**src/icdar_pkg.sv**
```systemverilog
// Purpose: Shared constants and types for the two-wire serial bus interface
// Assumes: 8-bit register port at byte offsets, 20 MHz system clock
// Notes:   Pins are open drain; enables are active low
package icdar_pkg;
  // Register offsets
  localparam logic [7:0] OFS_CONTROL    = 8'h18;
  localparam logic [7:0] OFS_STATUS_ONE = 8'h19;
  localparam logic [7:0] OFS_STATUS_TWO = 8'h1A;
  localparam logic [7:0] OFS_SPEED      = 8'h1B;
  localparam logic [7:0] OFS_OWN_LOW    = 8'h1C;
  localparam logic [7:0] OFS_OWN_HIGH   = 8'h1D;
  localparam logic [7:0] OFS_BYTE       = 8'h1E;
  localparam logic [7:0] OFS_EV_FLAGS   = 8'h1F;
  localparam logic [7:0] OFS_EV_MASK    = 8'h20;

  // bus_control fields
  localparam int CTL_PE    = 5;
  localparam int CTL_ENGC  = 4;
  localparam int CTL_START = 3;
  localparam int CTL_ACK   = 2;
  localparam int CTL_STOP  = 1;
  localparam int CTL_ITE   = 0;
  localparam int CTL_W     = 6;

  // scl_speed_control and own_address_high_freq fields
  localparam int SPD_FAST   = 7;
  localparam int OAH_FR_LSB = 6;
  localparam int OAH_AD_LSB = 1;

  // Reset values and codes
  localparam logic [7:0] REG_RESET       = 8'h00;
  localparam logic [1:0] FR_RESET        = 2'h1;
  localparam logic [1:0] FR_BELOW_6MHZ   = 2'h0;
  localparam logic [1:0] FR_6_TO_8MHZ    = 2'h1;
  localparam logic [7:0] OWN_LOW_INVALID = 8'h01;
  localparam logic [4:0] TEN_HEADER      = 5'h1E;
  localparam logic [7:0] GENERAL_CALL    = 8'h00;
  localparam logic [8:0] SCL_HALF_MIN    = 9'h003;

  // Event flag bits
  localparam int EV_BYTE = 0;
  localparam int EV_ADDR = 1;
  localparam int EV_STOP = 2;
  localparam int EV_NACK = 3;
  localparam int EV_ARB  = 4;
  localparam int EV_BERR = 5;
  localparam int EV_W    = 6;

  typedef enum logic [8:0] {
    ST_IDLE   = 9'h001,
    ST_ADDR   = 9'h002,
    ST_ADDR2  = 9'h004,
    ST_ACK    = 9'h008,
    ST_RX     = 9'h010,
    ST_TX     = 9'h020,
    ST_HOLD   = 9'h040,
    ST_MSTART = 9'h080,
    ST_MSTOP  = 9'h100
  } icdar_state_e;

  typedef struct packed {
    logic [7:0] addr;
    logic [7:0] wdata;
    logic       wr;
    logic       rd;
  } icdar_bus_s;

  typedef struct packed {
    logic scl;
    logic sda;
  } icdar_line_s;

  typedef struct packed {
    logic [CTL_W-1:0] ctl;
    logic [7:0]       speed;
    logic [7:0]       own_low;
    logic [1:0]       fr;
    logic [1:0]       add98;
    logic [7:0]       data_byte;
    logic [EV_W-1:0]  ev;
    logic [EV_W-1:0]  mask;
    logic             tra, busy, btf, adsl, master, sb, add10;
    logic             af, stopf, arlo, berr, gcal;
    logic             buf_full, sda_low, scl_low, gen_high, ack_drv;
    logic [3:0]       bitcnt;
    logic [7:0]       shreg;
    icdar_state_e     state;
    icdar_state_e     post;
    logic [7:0]       rdata;
  } icdar_core_s;
endpackage

```
**src/icdar_scl_gen.sv**
```systemverilog
// Purpose: Half-period strobe for the generated serial clock
// Assumes: divider and mode held stable while running
// Notes:   Standard mode doubles the half period of fast mode
`timescale 1ns/100ps
module icdar_scl_gen #(
  parameter int DIV_W = 7
) (
  // Clock and reset
  input  wire logic             sys_clk,
  input  wire logic             rst_b,
  // Control
  input  wire logic             run,
  input  wire logic             fast,
  input  wire logic [DIV_W-1:0] divider,
  // Strobe
  output logic                  tick
);
  import icdar_pkg::*;

  logic [DIV_W+1:0] count;
  logic [DIV_W+1:0] next_count;
  logic [DIV_W+1:0] half;

  always_comb begin
    half = fast ? {2'b00, divider} : {1'b0, divider, 1'b0};
    // Tiny dividers would outrun the pin synchronisers
    if (half < (DIV_W+2)'(SCL_HALF_MIN)) begin
      half = (DIV_W+2)'(SCL_HALF_MIN);
    end
    tick = run && (count == half);
    next_count = (!run || tick) ? '0 : count + 1'b1;
  end

  always_ff @(posedge sys_clk) begin
    if (!rst_b) begin
      count <= '0;
    end else begin
      count <= next_count;
    end
  end
endmodule

```
**src/icdar_addr_match.sv**
```systemverilog
// Purpose: Compares a received address byte with the own address
// Assumes: rx_byte holds the complete byte, direction bit in bit 0
// Notes:   Purely combinational
`timescale 1ns/100ps
module icdar_addr_match (
  // Own address
  input  wire logic [7:0] own_low,
  input  wire logic [1:0] add98,
  input  wire logic       gc_en,
  // Received byte
  input  wire logic [7:0] rx_byte,
  // Results
  output logic            hit7,
  output logic            hit_hdr,
  output logic            hit_low,
  output logic            gcall
);
  import icdar_pkg::*;

  always_comb begin
    // Bit 0 is don't care, so either direction matches
    hit7 = (rx_byte[7:1] == own_low[7:1]) && (rx_byte[7:3] != TEN_HEADER)
           && (own_low != OWN_LOW_INVALID);
    hit_hdr = (rx_byte[7:3] == TEN_HEADER) && (rx_byte[2:1] == add98);
    hit_low = (rx_byte == own_low);
    gcall = gc_en && (rx_byte == GENERAL_CALL);
  end
endmodule

```
**src/icdar_core.sv**
```systemverilog
// Purpose: Register file and byte engine of the two-wire bus interface
// Assumes: Register strobes are one cycle; pins arrive asynchronously
// Notes:   Master mode transmits only; slave mode receives and transmits
//
// Our own choice: the address-and-strobe port.
`timescale 1ns/100ps
module icdar_core (
  // Clock and reset
  input  wire logic                   sys_clk,
  input  wire logic                   rst_b,
  // Register port
  input  wire icdar_pkg::icdar_bus_s  bus,
  output logic [7:0]                  rdata,
  // Bus lines, open drain
  input  wire icdar_pkg::icdar_line_s line_i,
  output icdar_pkg::icdar_line_s      line_o,
  output icdar_pkg::icdar_line_s      line_oe_b,
  // Interrupt
  output logic                        irq
);
  import icdar_pkg::*;

  localparam icdar_core_s CORE_RESET = '{state: ST_IDLE, post: ST_IDLE,
                                         fr: FR_RESET, default: '0};

  icdar_line_s     meta;
  icdar_line_s     sync;
  icdar_line_s     last;
  icdar_core_s     c;
  icdar_core_s     n;
  logic            scl_rise, scl_fall, start_det, stop_det;
  logic            gen_run, tick;
  logic            hit7, hit_hdr, hit_low, gcall;
  logic            mid, byte_end;
  logic [7:0]      s1, s2;
  logic [EV_W-1:0] ev_set;

  // Lines idle high, so the synchronisers reset high
  always_ff @(posedge sys_clk) begin
    if (!rst_b) begin
      meta <= '1;
      sync <= '1;
      last <= '1;
    end else begin
      meta <= line_i;
      sync <= meta;
      last <= sync;
    end
  end

  assign scl_rise  = sync.scl & ~last.scl;
  assign scl_fall  = ~sync.scl & last.scl;
  assign start_det = sync.scl & last.scl & last.sda & ~sync.sda;
  assign stop_det  = sync.scl & last.scl & ~last.sda & sync.sda;
  assign gen_run   = (c.master || c.state == ST_MSTART) && !c.scl_low;

  icdar_scl_gen #(
    .DIV_W (7)
  ) u_gen (
    .sys_clk (sys_clk),
    .rst_b   (rst_b),
    .run     (gen_run),
    .fast    (c.speed[SPD_FAST]),
    .divider (c.speed[6:0]),
    .tick    (tick)
  );

  icdar_addr_match u_match (
    .own_low (c.own_low),
    .add98   (c.add98),
    .gc_en   (c.ctl[CTL_ENGC]),
    .rx_byte (c.shreg),
    .hit7    (hit7),
    .hit_hdr (hit_hdr),
    .hit_low (hit_low),
    .gcall   (gcall)
  );

  always_comb begin
    n = c;
    ev_set = '0;
    s1 = {c.btf | c.adsl | c.sb | c.af | c.stopf | c.arlo | c.berr,
          c.add10, c.tra, c.busy, c.btf, c.adsl, c.master, c.sb};
    s2 = {3'b000, c.af, c.stopf, c.arlo, c.berr, c.gcal};
    // A proper stop or repeated start comes after one clock rise of the next byte
    mid = (c.bitcnt > 4'h1) && (c.state inside {ST_ADDR, ST_ADDR2, ST_RX, ST_TX});
    byte_end = scl_fall && (c.bitcnt == 4'h8);

    // Register reads; data stands for one cycle only
    n.rdata = '0;
    if (bus.rd) begin
      case (bus.addr)
        OFS_CONTROL:    n.rdata = {2'b00, c.ctl};
        OFS_STATUS_ONE: n.rdata = s1;
        OFS_STATUS_TWO: begin
          n.rdata = s2;
          n.af = 1'b0;
          n.stopf = 1'b0;
          n.arlo = 1'b0;
          n.berr = 1'b0;
        end
        OFS_SPEED:      n.rdata = c.speed;
        OFS_OWN_LOW:    n.rdata = c.own_low;
        OFS_OWN_HIGH:   n.rdata = {c.fr, 3'b000, c.add98, 1'b0};
        OFS_BYTE: begin
          n.rdata = c.data_byte;
          n.btf = 1'b0;
          if (!c.tra) begin
            n.buf_full = 1'b0;
          end
        end
        OFS_EV_FLAGS:   n.rdata = {2'b00, c.ev};
        OFS_EV_MASK:    n.rdata = {2'b00, c.mask};
        default:        n.rdata = '0;
      endcase
    end

    // Register writes
    if (bus.wr) begin
      case (bus.addr)
        OFS_CONTROL:  n.ctl = bus.wdata[CTL_W-1:0];
        OFS_SPEED:    n.speed = bus.wdata;
        OFS_OWN_LOW:  n.own_low = bus.wdata;
        OFS_OWN_HIGH: begin
          n.fr = bus.wdata[OAH_FR_LSB +: 2];
          n.add98 = bus.wdata[OAH_AD_LSB +: 2];
        end
        OFS_BYTE: begin
          n.data_byte = bus.wdata;
          n.buf_full = 1'b1;
          n.btf = 1'b0;
          n.sb = 1'b0;
        end
        OFS_EV_FLAGS: n.ev = c.ev & ~bus.wdata[EV_W-1:0];
        OFS_EV_MASK:  n.mask = bus.wdata[EV_W-1:0];
        default:      ;
      endcase
    end

    // Generated clock toggles each half period while mastering
    if (tick && c.master && c.state != ST_MSTOP) begin
      n.gen_high = ~c.gen_high;
    end
    if (scl_rise && (c.state inside {ST_ADDR, ST_ADDR2, ST_RX, ST_TX})) begin
      n.shreg = {c.shreg[6:0], sync.sda};
      n.bitcnt = c.bitcnt + 4'h1;
    end

    // Freshly written enable counts, so a disable frees lines and status flags at once
    if (!n.ctl[CTL_PE]) begin
      // Configuration fields are left as they are
      n.state = ST_IDLE;
      {n.sda_low, n.scl_low, n.master, n.busy, n.tra, n.buf_full} = '0;
      {n.af, n.stopf, n.arlo, n.berr, n.gcal} = '0;
      {n.btf, n.adsl, n.sb, n.add10, n.bitcnt} = '0;
    end else if (stop_det && c.state != ST_MSTOP) begin
      n.stopf = c.adsl;
      ev_set[EV_STOP] = c.adsl;
      n.berr = mid;
      ev_set[EV_BERR] = mid;
      n.state = ST_IDLE;
      {n.sda_low, n.scl_low, n.master, n.busy, n.tra} = '0;
      {n.adsl, n.add10, n.gcal, n.bitcnt} = '0;
    end else if (start_det && !c.master && c.state != ST_MSTART) begin
      n.berr = mid;
      ev_set[EV_BERR] = mid;
      n.state = ST_ADDR;
      {n.sda_low, n.scl_low, n.tra, n.bitcnt} = '0;
      n.busy = 1'b1;
    end else begin
      case (c.state)
        ST_IDLE: begin
          if (c.ctl[CTL_START] && !c.busy) begin
            n.sda_low = 1'b1;
            n.state = ST_MSTART;
          end
        end
        ST_MSTART: begin
          if (tick) begin
            {n.master, n.sb, n.busy, n.tra, n.scl_low} = '1;
            n.ctl[CTL_START] = 1'b0;
            n.gen_high = 1'b0;
            n.bitcnt = '0;
            n.state = ST_TX;
          end
        end
        ST_ADDR: begin
          if (byte_end) begin
            n.bitcnt = '0;
            n.state = ST_IDLE;
            if (hit_hdr && !c.shreg[0]) begin
              n.add10 = 1'b1;
              n.post = ST_ADDR2;
              n.state = ST_ACK;
            end else if ((hit_hdr && c.add10) || hit7 || gcall) begin
              n.adsl = 1'b1;
              n.gcal = gcall && !hit7;
              n.tra = c.shreg[0];
              n.post = c.shreg[0] ? ST_TX : ST_RX;
              n.state = ST_ACK;
              ev_set[EV_ADDR] = 1'b1;
            end
            n.sda_low = (n.state == ST_ACK);
            n.ack_drv = 1'b1;
          end
        end
        ST_ADDR2: begin
          if (byte_end) begin
            n.bitcnt = '0;
            n.sda_low = hit_low;
            n.ack_drv = 1'b1;
            n.adsl = hit_low;
            n.post = ST_RX;
            n.state = hit_low ? ST_ACK : ST_IDLE;
            ev_set[EV_ADDR] = hit_low;
          end
        end
        ST_RX: begin
          if (byte_end) begin
            n.bitcnt = '0;
            if (!c.buf_full) begin
              n.data_byte = c.shreg;
              {n.buf_full, n.btf, n.ack_drv} = '1;
              n.sda_low = c.ctl[CTL_ACK];
              n.post = ST_RX;
              n.state = ST_ACK;
              ev_set[EV_BYTE] = 1'b1;
            end else begin
              // Stretch the clock until software empties the buffer
              n.scl_low = 1'b1;
              n.state = ST_HOLD;
            end
          end
        end
        ST_HOLD: begin
          if (!c.buf_full) begin
            n.data_byte = c.shreg;
            {n.buf_full, n.btf, n.ack_drv} = '1;
            n.sda_low = c.ctl[CTL_ACK];
            n.scl_low = 1'b0;
            n.post = ST_RX;
            n.state = ST_ACK;
            ev_set[EV_BYTE] = 1'b1;
          end
        end
        ST_TX: begin
          if (c.scl_low && c.bitcnt == 4'h0) begin
            if (c.master && c.ctl[CTL_STOP]) begin
              {n.sda_low, n.gen_high, n.scl_low} = 3'b100;
              n.state = ST_MSTOP;
            end else if (c.buf_full) begin
              n.shreg = c.data_byte;
              n.sda_low = ~c.data_byte[7];
              n.buf_full = 1'b0;
              n.scl_low = 1'b0;
            end
          end else if (scl_rise && c.master && !c.sda_low && !sync.sda) begin
            // Another master pulled the line low while we released it
            n.arlo = 1'b1;
            ev_set[EV_ARB] = 1'b1;
            {n.master, n.sda_low, n.scl_low, n.tra} = '0;
            n.state = ST_IDLE;
          end else if (byte_end) begin
            {n.sda_low, n.ack_drv, n.bitcnt} = '0;
            n.btf = 1'b1;
            ev_set[EV_BYTE] = 1'b1;
            n.post = ST_TX;
            n.state = ST_ACK;
          end else if (scl_fall && c.bitcnt != 4'h0) begin
            n.sda_low = ~c.shreg[7];
          end
        end
        ST_ACK: begin
          if (scl_rise && !c.ack_drv && sync.sda) begin
            n.af = 1'b1;
            ev_set[EV_NACK] = 1'b1;
            // A refused slave transmitter lets go of the bus
            n.post = c.master ? ST_TX : ST_IDLE;
          end
          if (scl_fall) begin
            n.sda_low = 1'b0;
            n.bitcnt = '0;
            n.state = c.post;
            n.scl_low = (c.post == ST_TX);
          end
        end
        ST_MSTOP: begin
          if (tick) begin
            if (!c.gen_high) begin
              n.gen_high = 1'b1;
            end else begin
              {n.sda_low, n.master, n.busy, n.tra} = '0;
              n.ctl[CTL_STOP] = 1'b0;
              n.state = ST_IDLE;
            end
          end
        end
        default: n.state = ST_IDLE;
      endcase
    end

    // Hardware set wins over a software clear in the same cycle
    n.ev = n.ev | ev_set;
  end

  always_ff @(posedge sys_clk) begin
    if (!rst_b) begin
      c <= CORE_RESET;
    end else begin
      c <= n;
    end
  end

  assign rdata         = c.rdata;
  assign line_o        = '0;
  assign line_oe_b.scl = ~(c.scl_low | (c.master & ~c.gen_high));
  assign line_oe_b.sda = ~c.sda_low;
  assign irq           = c.ctl[CTL_ITE] & (|(c.ev & c.mask));
endmodule

```
**config.mk**
```make
export PLATFORM = sky130hd
export DESIGN_NAME = icdar_core
export DESIGN_NICKNAME = d
export VERILOG_FILES = /design/src/icdar_pkg.sv /design/src/icdar_scl_gen.sv /design/src/icdar_addr_match.sv /design/src/icdar_core.sv
export SDC_FILE = /design/constraint.sdc
export NUM_CORES = 1
export LEC_CHECK = 0
export ABC_CLOCK_PERIOD_IN_PS = 4400
export BUFFER_PORTS_ARGS = -buffer_cell sky130_fd_sc_hd__buf_2
export CORE_MARGIN = 3
export CORE_UTILIZATION = 55
export DETAILED_ROUTE_END_ITERATION = 10
export PLACE_DENSITY_LB_ADDON = 0.2
export SLEW_MARGIN = 0
export SYNTH_ARGS = -nofsm -noshare
export SYNTH_HDL_FRONTEND = slang
export SYNTH_SLANG_ARGS = --single-unit
```
**constraint.sdc**
```tcl
create_clock -name sys_clk -period 4.4 [get_ports sys_clk]
set_clock_uncertainty 0.2 [all_clocks]
set_input_delay 0.88 -clock sys_clk [delete_from_list [all_inputs] [get_ports sys_clk]]
set_output_delay 0.88 -clock sys_clk [all_outputs]
set_load 0.01 [all_outputs]
```
==> reports/qor.csv <==
stage,metric,value,unit
outcome,run status,completed,
drt,vias per inst,6.50,
clock_network,clock sinks,111,
worst_setup_path,crit-path cells,or4_4 > or4_4 > nand2_1 > nor2_1 > a2111oi_0 > o211ai_1 > a2111oi_0 > a211oi_1,
floorplanning,die span in x,112,um
drt,drt pass-1 iters,5,
worst_setup_path,R2R Setup Slk,0.81,ns
clock_network,Root Driver,clkbuf_8,
sta,Tightest Pin Transition,0.914,ns
cells_and_area,area grow syn2layout,6.50,%
worst_setup_path,Worst setup SP type,flop,
drt,WL final,19.2,mm
sta,Hold WS,0.223,ns
pwr,Power Dens Cells,255,nW/um2
global_route,number of global-route vias before repair,5672,
clock_network,post-CTS setup buffer count,0,
sta,final worst path period need,3.59,ns
sta,RSZ-0062 raised after global routing,no,
cells_and_area,Nets,813,
min_path,Hold WC Path Type,reg2reg,
floorplanning,die area,12500,um2
flow_run,total of max-cap violations,0,
drt,Vias,6049,
drt,detailed-route DRC error count,0,
placement,dpl hpwl,14.3,mm
yosys,"Seq/Total Area, Yosys",36.1,%
worst_setup_path,Crit path buffers/inverters,0,
worst_setup_path,R2R depth,8,
clock_network,clk_lat worst skew,0.41,ns
floorplanning,Starting Density,56.6,%
worst_setup_path,Setup crit end,c[40],
sta,Finish-stage setup viols,0,
drt,Post-DRT Antenna Nets,0,
floorplanning,# IOs,35,
worst_setup_path,Worst Setup End Kind,flop,
worst_setup_path,Setup crit start,c[21],
global_route,overall overflow remaining after global route,0,
cells_and_area,Register Area,2220,um2
worst_setup_path,Crit path depth,8,
worst_setup_path,Slowest Stage Delay on Critical Path,0.62,ns
worst_setup_path,RR Endpoint,c[40],
clock_network,"Hold-fix buffers, CTS",0,
cells_and_area,antenna cells,0,
yosys,synthesized instance count,778,
global_route,first-pass GRT wire length,30.6,mm
yosys,ranking of synthesized cells by area,"dfxtp_1, nor2_1, mux2i_1, nand2_1, a21oi_1",
cells_and_area,utilization after layout,60.2,%
sta,Final Cycle Share,81.6,%
worst_setup_path,crit-path max FO,13,
floorplanning,core area,10900,um2
sta,Relative slew margins,38.5,%
yosys,asr flop ratio synth,0,%
worst_setup_path,Crit-path slowest cell,or4_4,
yosys,"Distinct cells, synth",67,
sta,Final Hold Viols,0,
clock_network,CTS tree,built,
clock_network,Worst-path clk slew,0.10,ns
sta,Fmax,0.278,GHz
global_route,Overall Global Routing Usage,30.7,%
pwr,worst vdd ir,0.205,mV
drt,wire length per cell,20.6,um
pwr,leakage power,2.26,nW
clock_network,CTS Buffer Depth,2,
yosys,"EDFF count, synth",0,
cells_and_area,area of the multi-input gates,3630,um2
sta,max-slew violation count,0,
worst_setup_path,arrival time worst endpoint,3.65,ns
placement,# port buffers,32,
clock_network,CTS-repair resized insts,0,
floorplanning,die span in y,112,um
yosys,#FFs+latches synth,111,
global_route,largest net degree at the start of global routing,39,
yosys,Mean Syn Cell Area,7.91,um2
clock_network,H-tree depth,3,
cells_and_area,Fill cells,1046,
floorplanning,Rows,38,
worst_setup_path,"Largest delay share family, worst path",simple AND/OR/NAND/NOR gates,
yosys,Yosys warnings,0,
yosys,Post-Syn Area,6160,um2
worst_setup_path,critical path required time,4.46,ns
global_route,antenna violations before repair,0,
yosys,post-synth top area cell,dfxtp_1,
clock_network,CTS Buf Count,9,
sta,setup_tns,0,ns
drt,DR iter-0 viols,817,
cells_and_area,share of post-route cells with drive strength above 1,10.9,%
placement,GPL Wtd Cong,0.971,
worst_setup_path,critical path class,reg2reg,
yosys,Synth top area share,36.1,%
yosys,"Top FF cell, synth",dfxtp_1,
worst_setup_path,r2r startpoint,c[21],
placed cells by master, fill, tap and decap left out, drive strengths merged, types with 20 or more instances in the layout:
cell and count:
a21oi 55, buf 49, dfxtp 111, inv 20
mux2i 35, nand2 90, nand3 43, nor2 96
nor3 25, o21ai 26
cells in the mapped netlist, types with 9 or more instances:
cell type	n
xnor2_1	14
nor4_1	13
nand4_1	11
nand3_1	43
buf_4	10
a21oi_1	55
dfxtp_1	111
o21ai_0	26
nand2_1	90
nor3_1	23
mux2i_1	35
a211oi_1	9
nor2_1	96
inv_1	16
xor2_1	18
a31oi_1	9
nand2b_1	15
clkbuf_1	38
cell families (layout without fill, tap and decap cells):
| logic type | count (synthesis) | after routing | synth area share [%] |
|---|---|---|---|
| buf+inv | 70 | 82 | 5.06 |
| xor+xnor | 32 | 32 | 4.55 |
| flops | 111 | 111 | 36.1 |
| other cells | 1 | 2 | 0.0609 |
| fa+ha+maj | 5 | 5 | 1.02 |
| simple gates | 352 | 352 | 28.4 |
| compound gates | 168 | 168 | 18.2 |
| mux | 39 | 39 | 6.60 |
flip-flops by register name, indices dropped and copies added, names as in the netlist:
| register | flops |
|---|---|
| last | 2 |
| rdata | 8 |
| u_gen.count | 9 |
| c | 88 |
| meta | 2 |
| sync | 2 |
power breakdown:
| group | total (mW) | switching, mW | internal [mW] |
|---|---|---|---|
| clock network | 0.599 | 0.382 | 0.217 |
| registers | 1.01 | 0.00243 | 1.01 |
| logic | 0.0660 | 0.0483 | 0.0177 |
| total | 1.67 | 0.433 | 1.24 |
stage by stage:
stage / area, um2 / instances / power (mW) / setup WS [ns]
6_report: 6560 / 931 / 1.67 / 0.809
5_1_grt: 6560 / 931 / 1.73 / 0.616
4_1_cts: 6560 / 931 / 1.68 / 0.963
3_5_place_dp: 6380 / 915 / 1.10 / 0.528
3_3_place_gp: 6380 / 915 / 1.10 / 0.621
2_1_floorplan: 6160 / 779 / 1.07 / 1.05
layer usage:
layer,GRT usage (%),vias to the layer above,share of wire [%]
met3,5.65,40,7.7
met1,41.7,2895,43
li1,-,2831,-
met4,8.43,0,2.4
met2,50.3,283,47
met5,0,-,0
how the worst min path moves through the flow:
| stage | start | end | cells after the start |
|---|---|---|---|
| floorplan | meta[0] | sync[0] | 1 |
| global placement | meta[1] | sync[1] | 1 |
| detailed placement | meta[1] | sync[1] | 1 |
| CTS | meta[0] | sync[0] | 1 |
| global route | meta[0] | sync[0] | 1 |
| finish | meta[0] | sync[0] | 1 |
final cells by class:
| class | count | share of cell area [%] |
|---|---|---|
| repair buffers | 49 | 4.39 |
| inverters | 17 | 0.973 |
| flip-flops and latches | 111 | 33.9 |
| well taps | 140 | 2.67 |
| multi-input cells | 598 | 55.3 |
| clock buffers | 10 | 1.95 |
| clock inverters | 6 | 0.801 |
No activity file was read; power rests on OpenSTA's default activity.
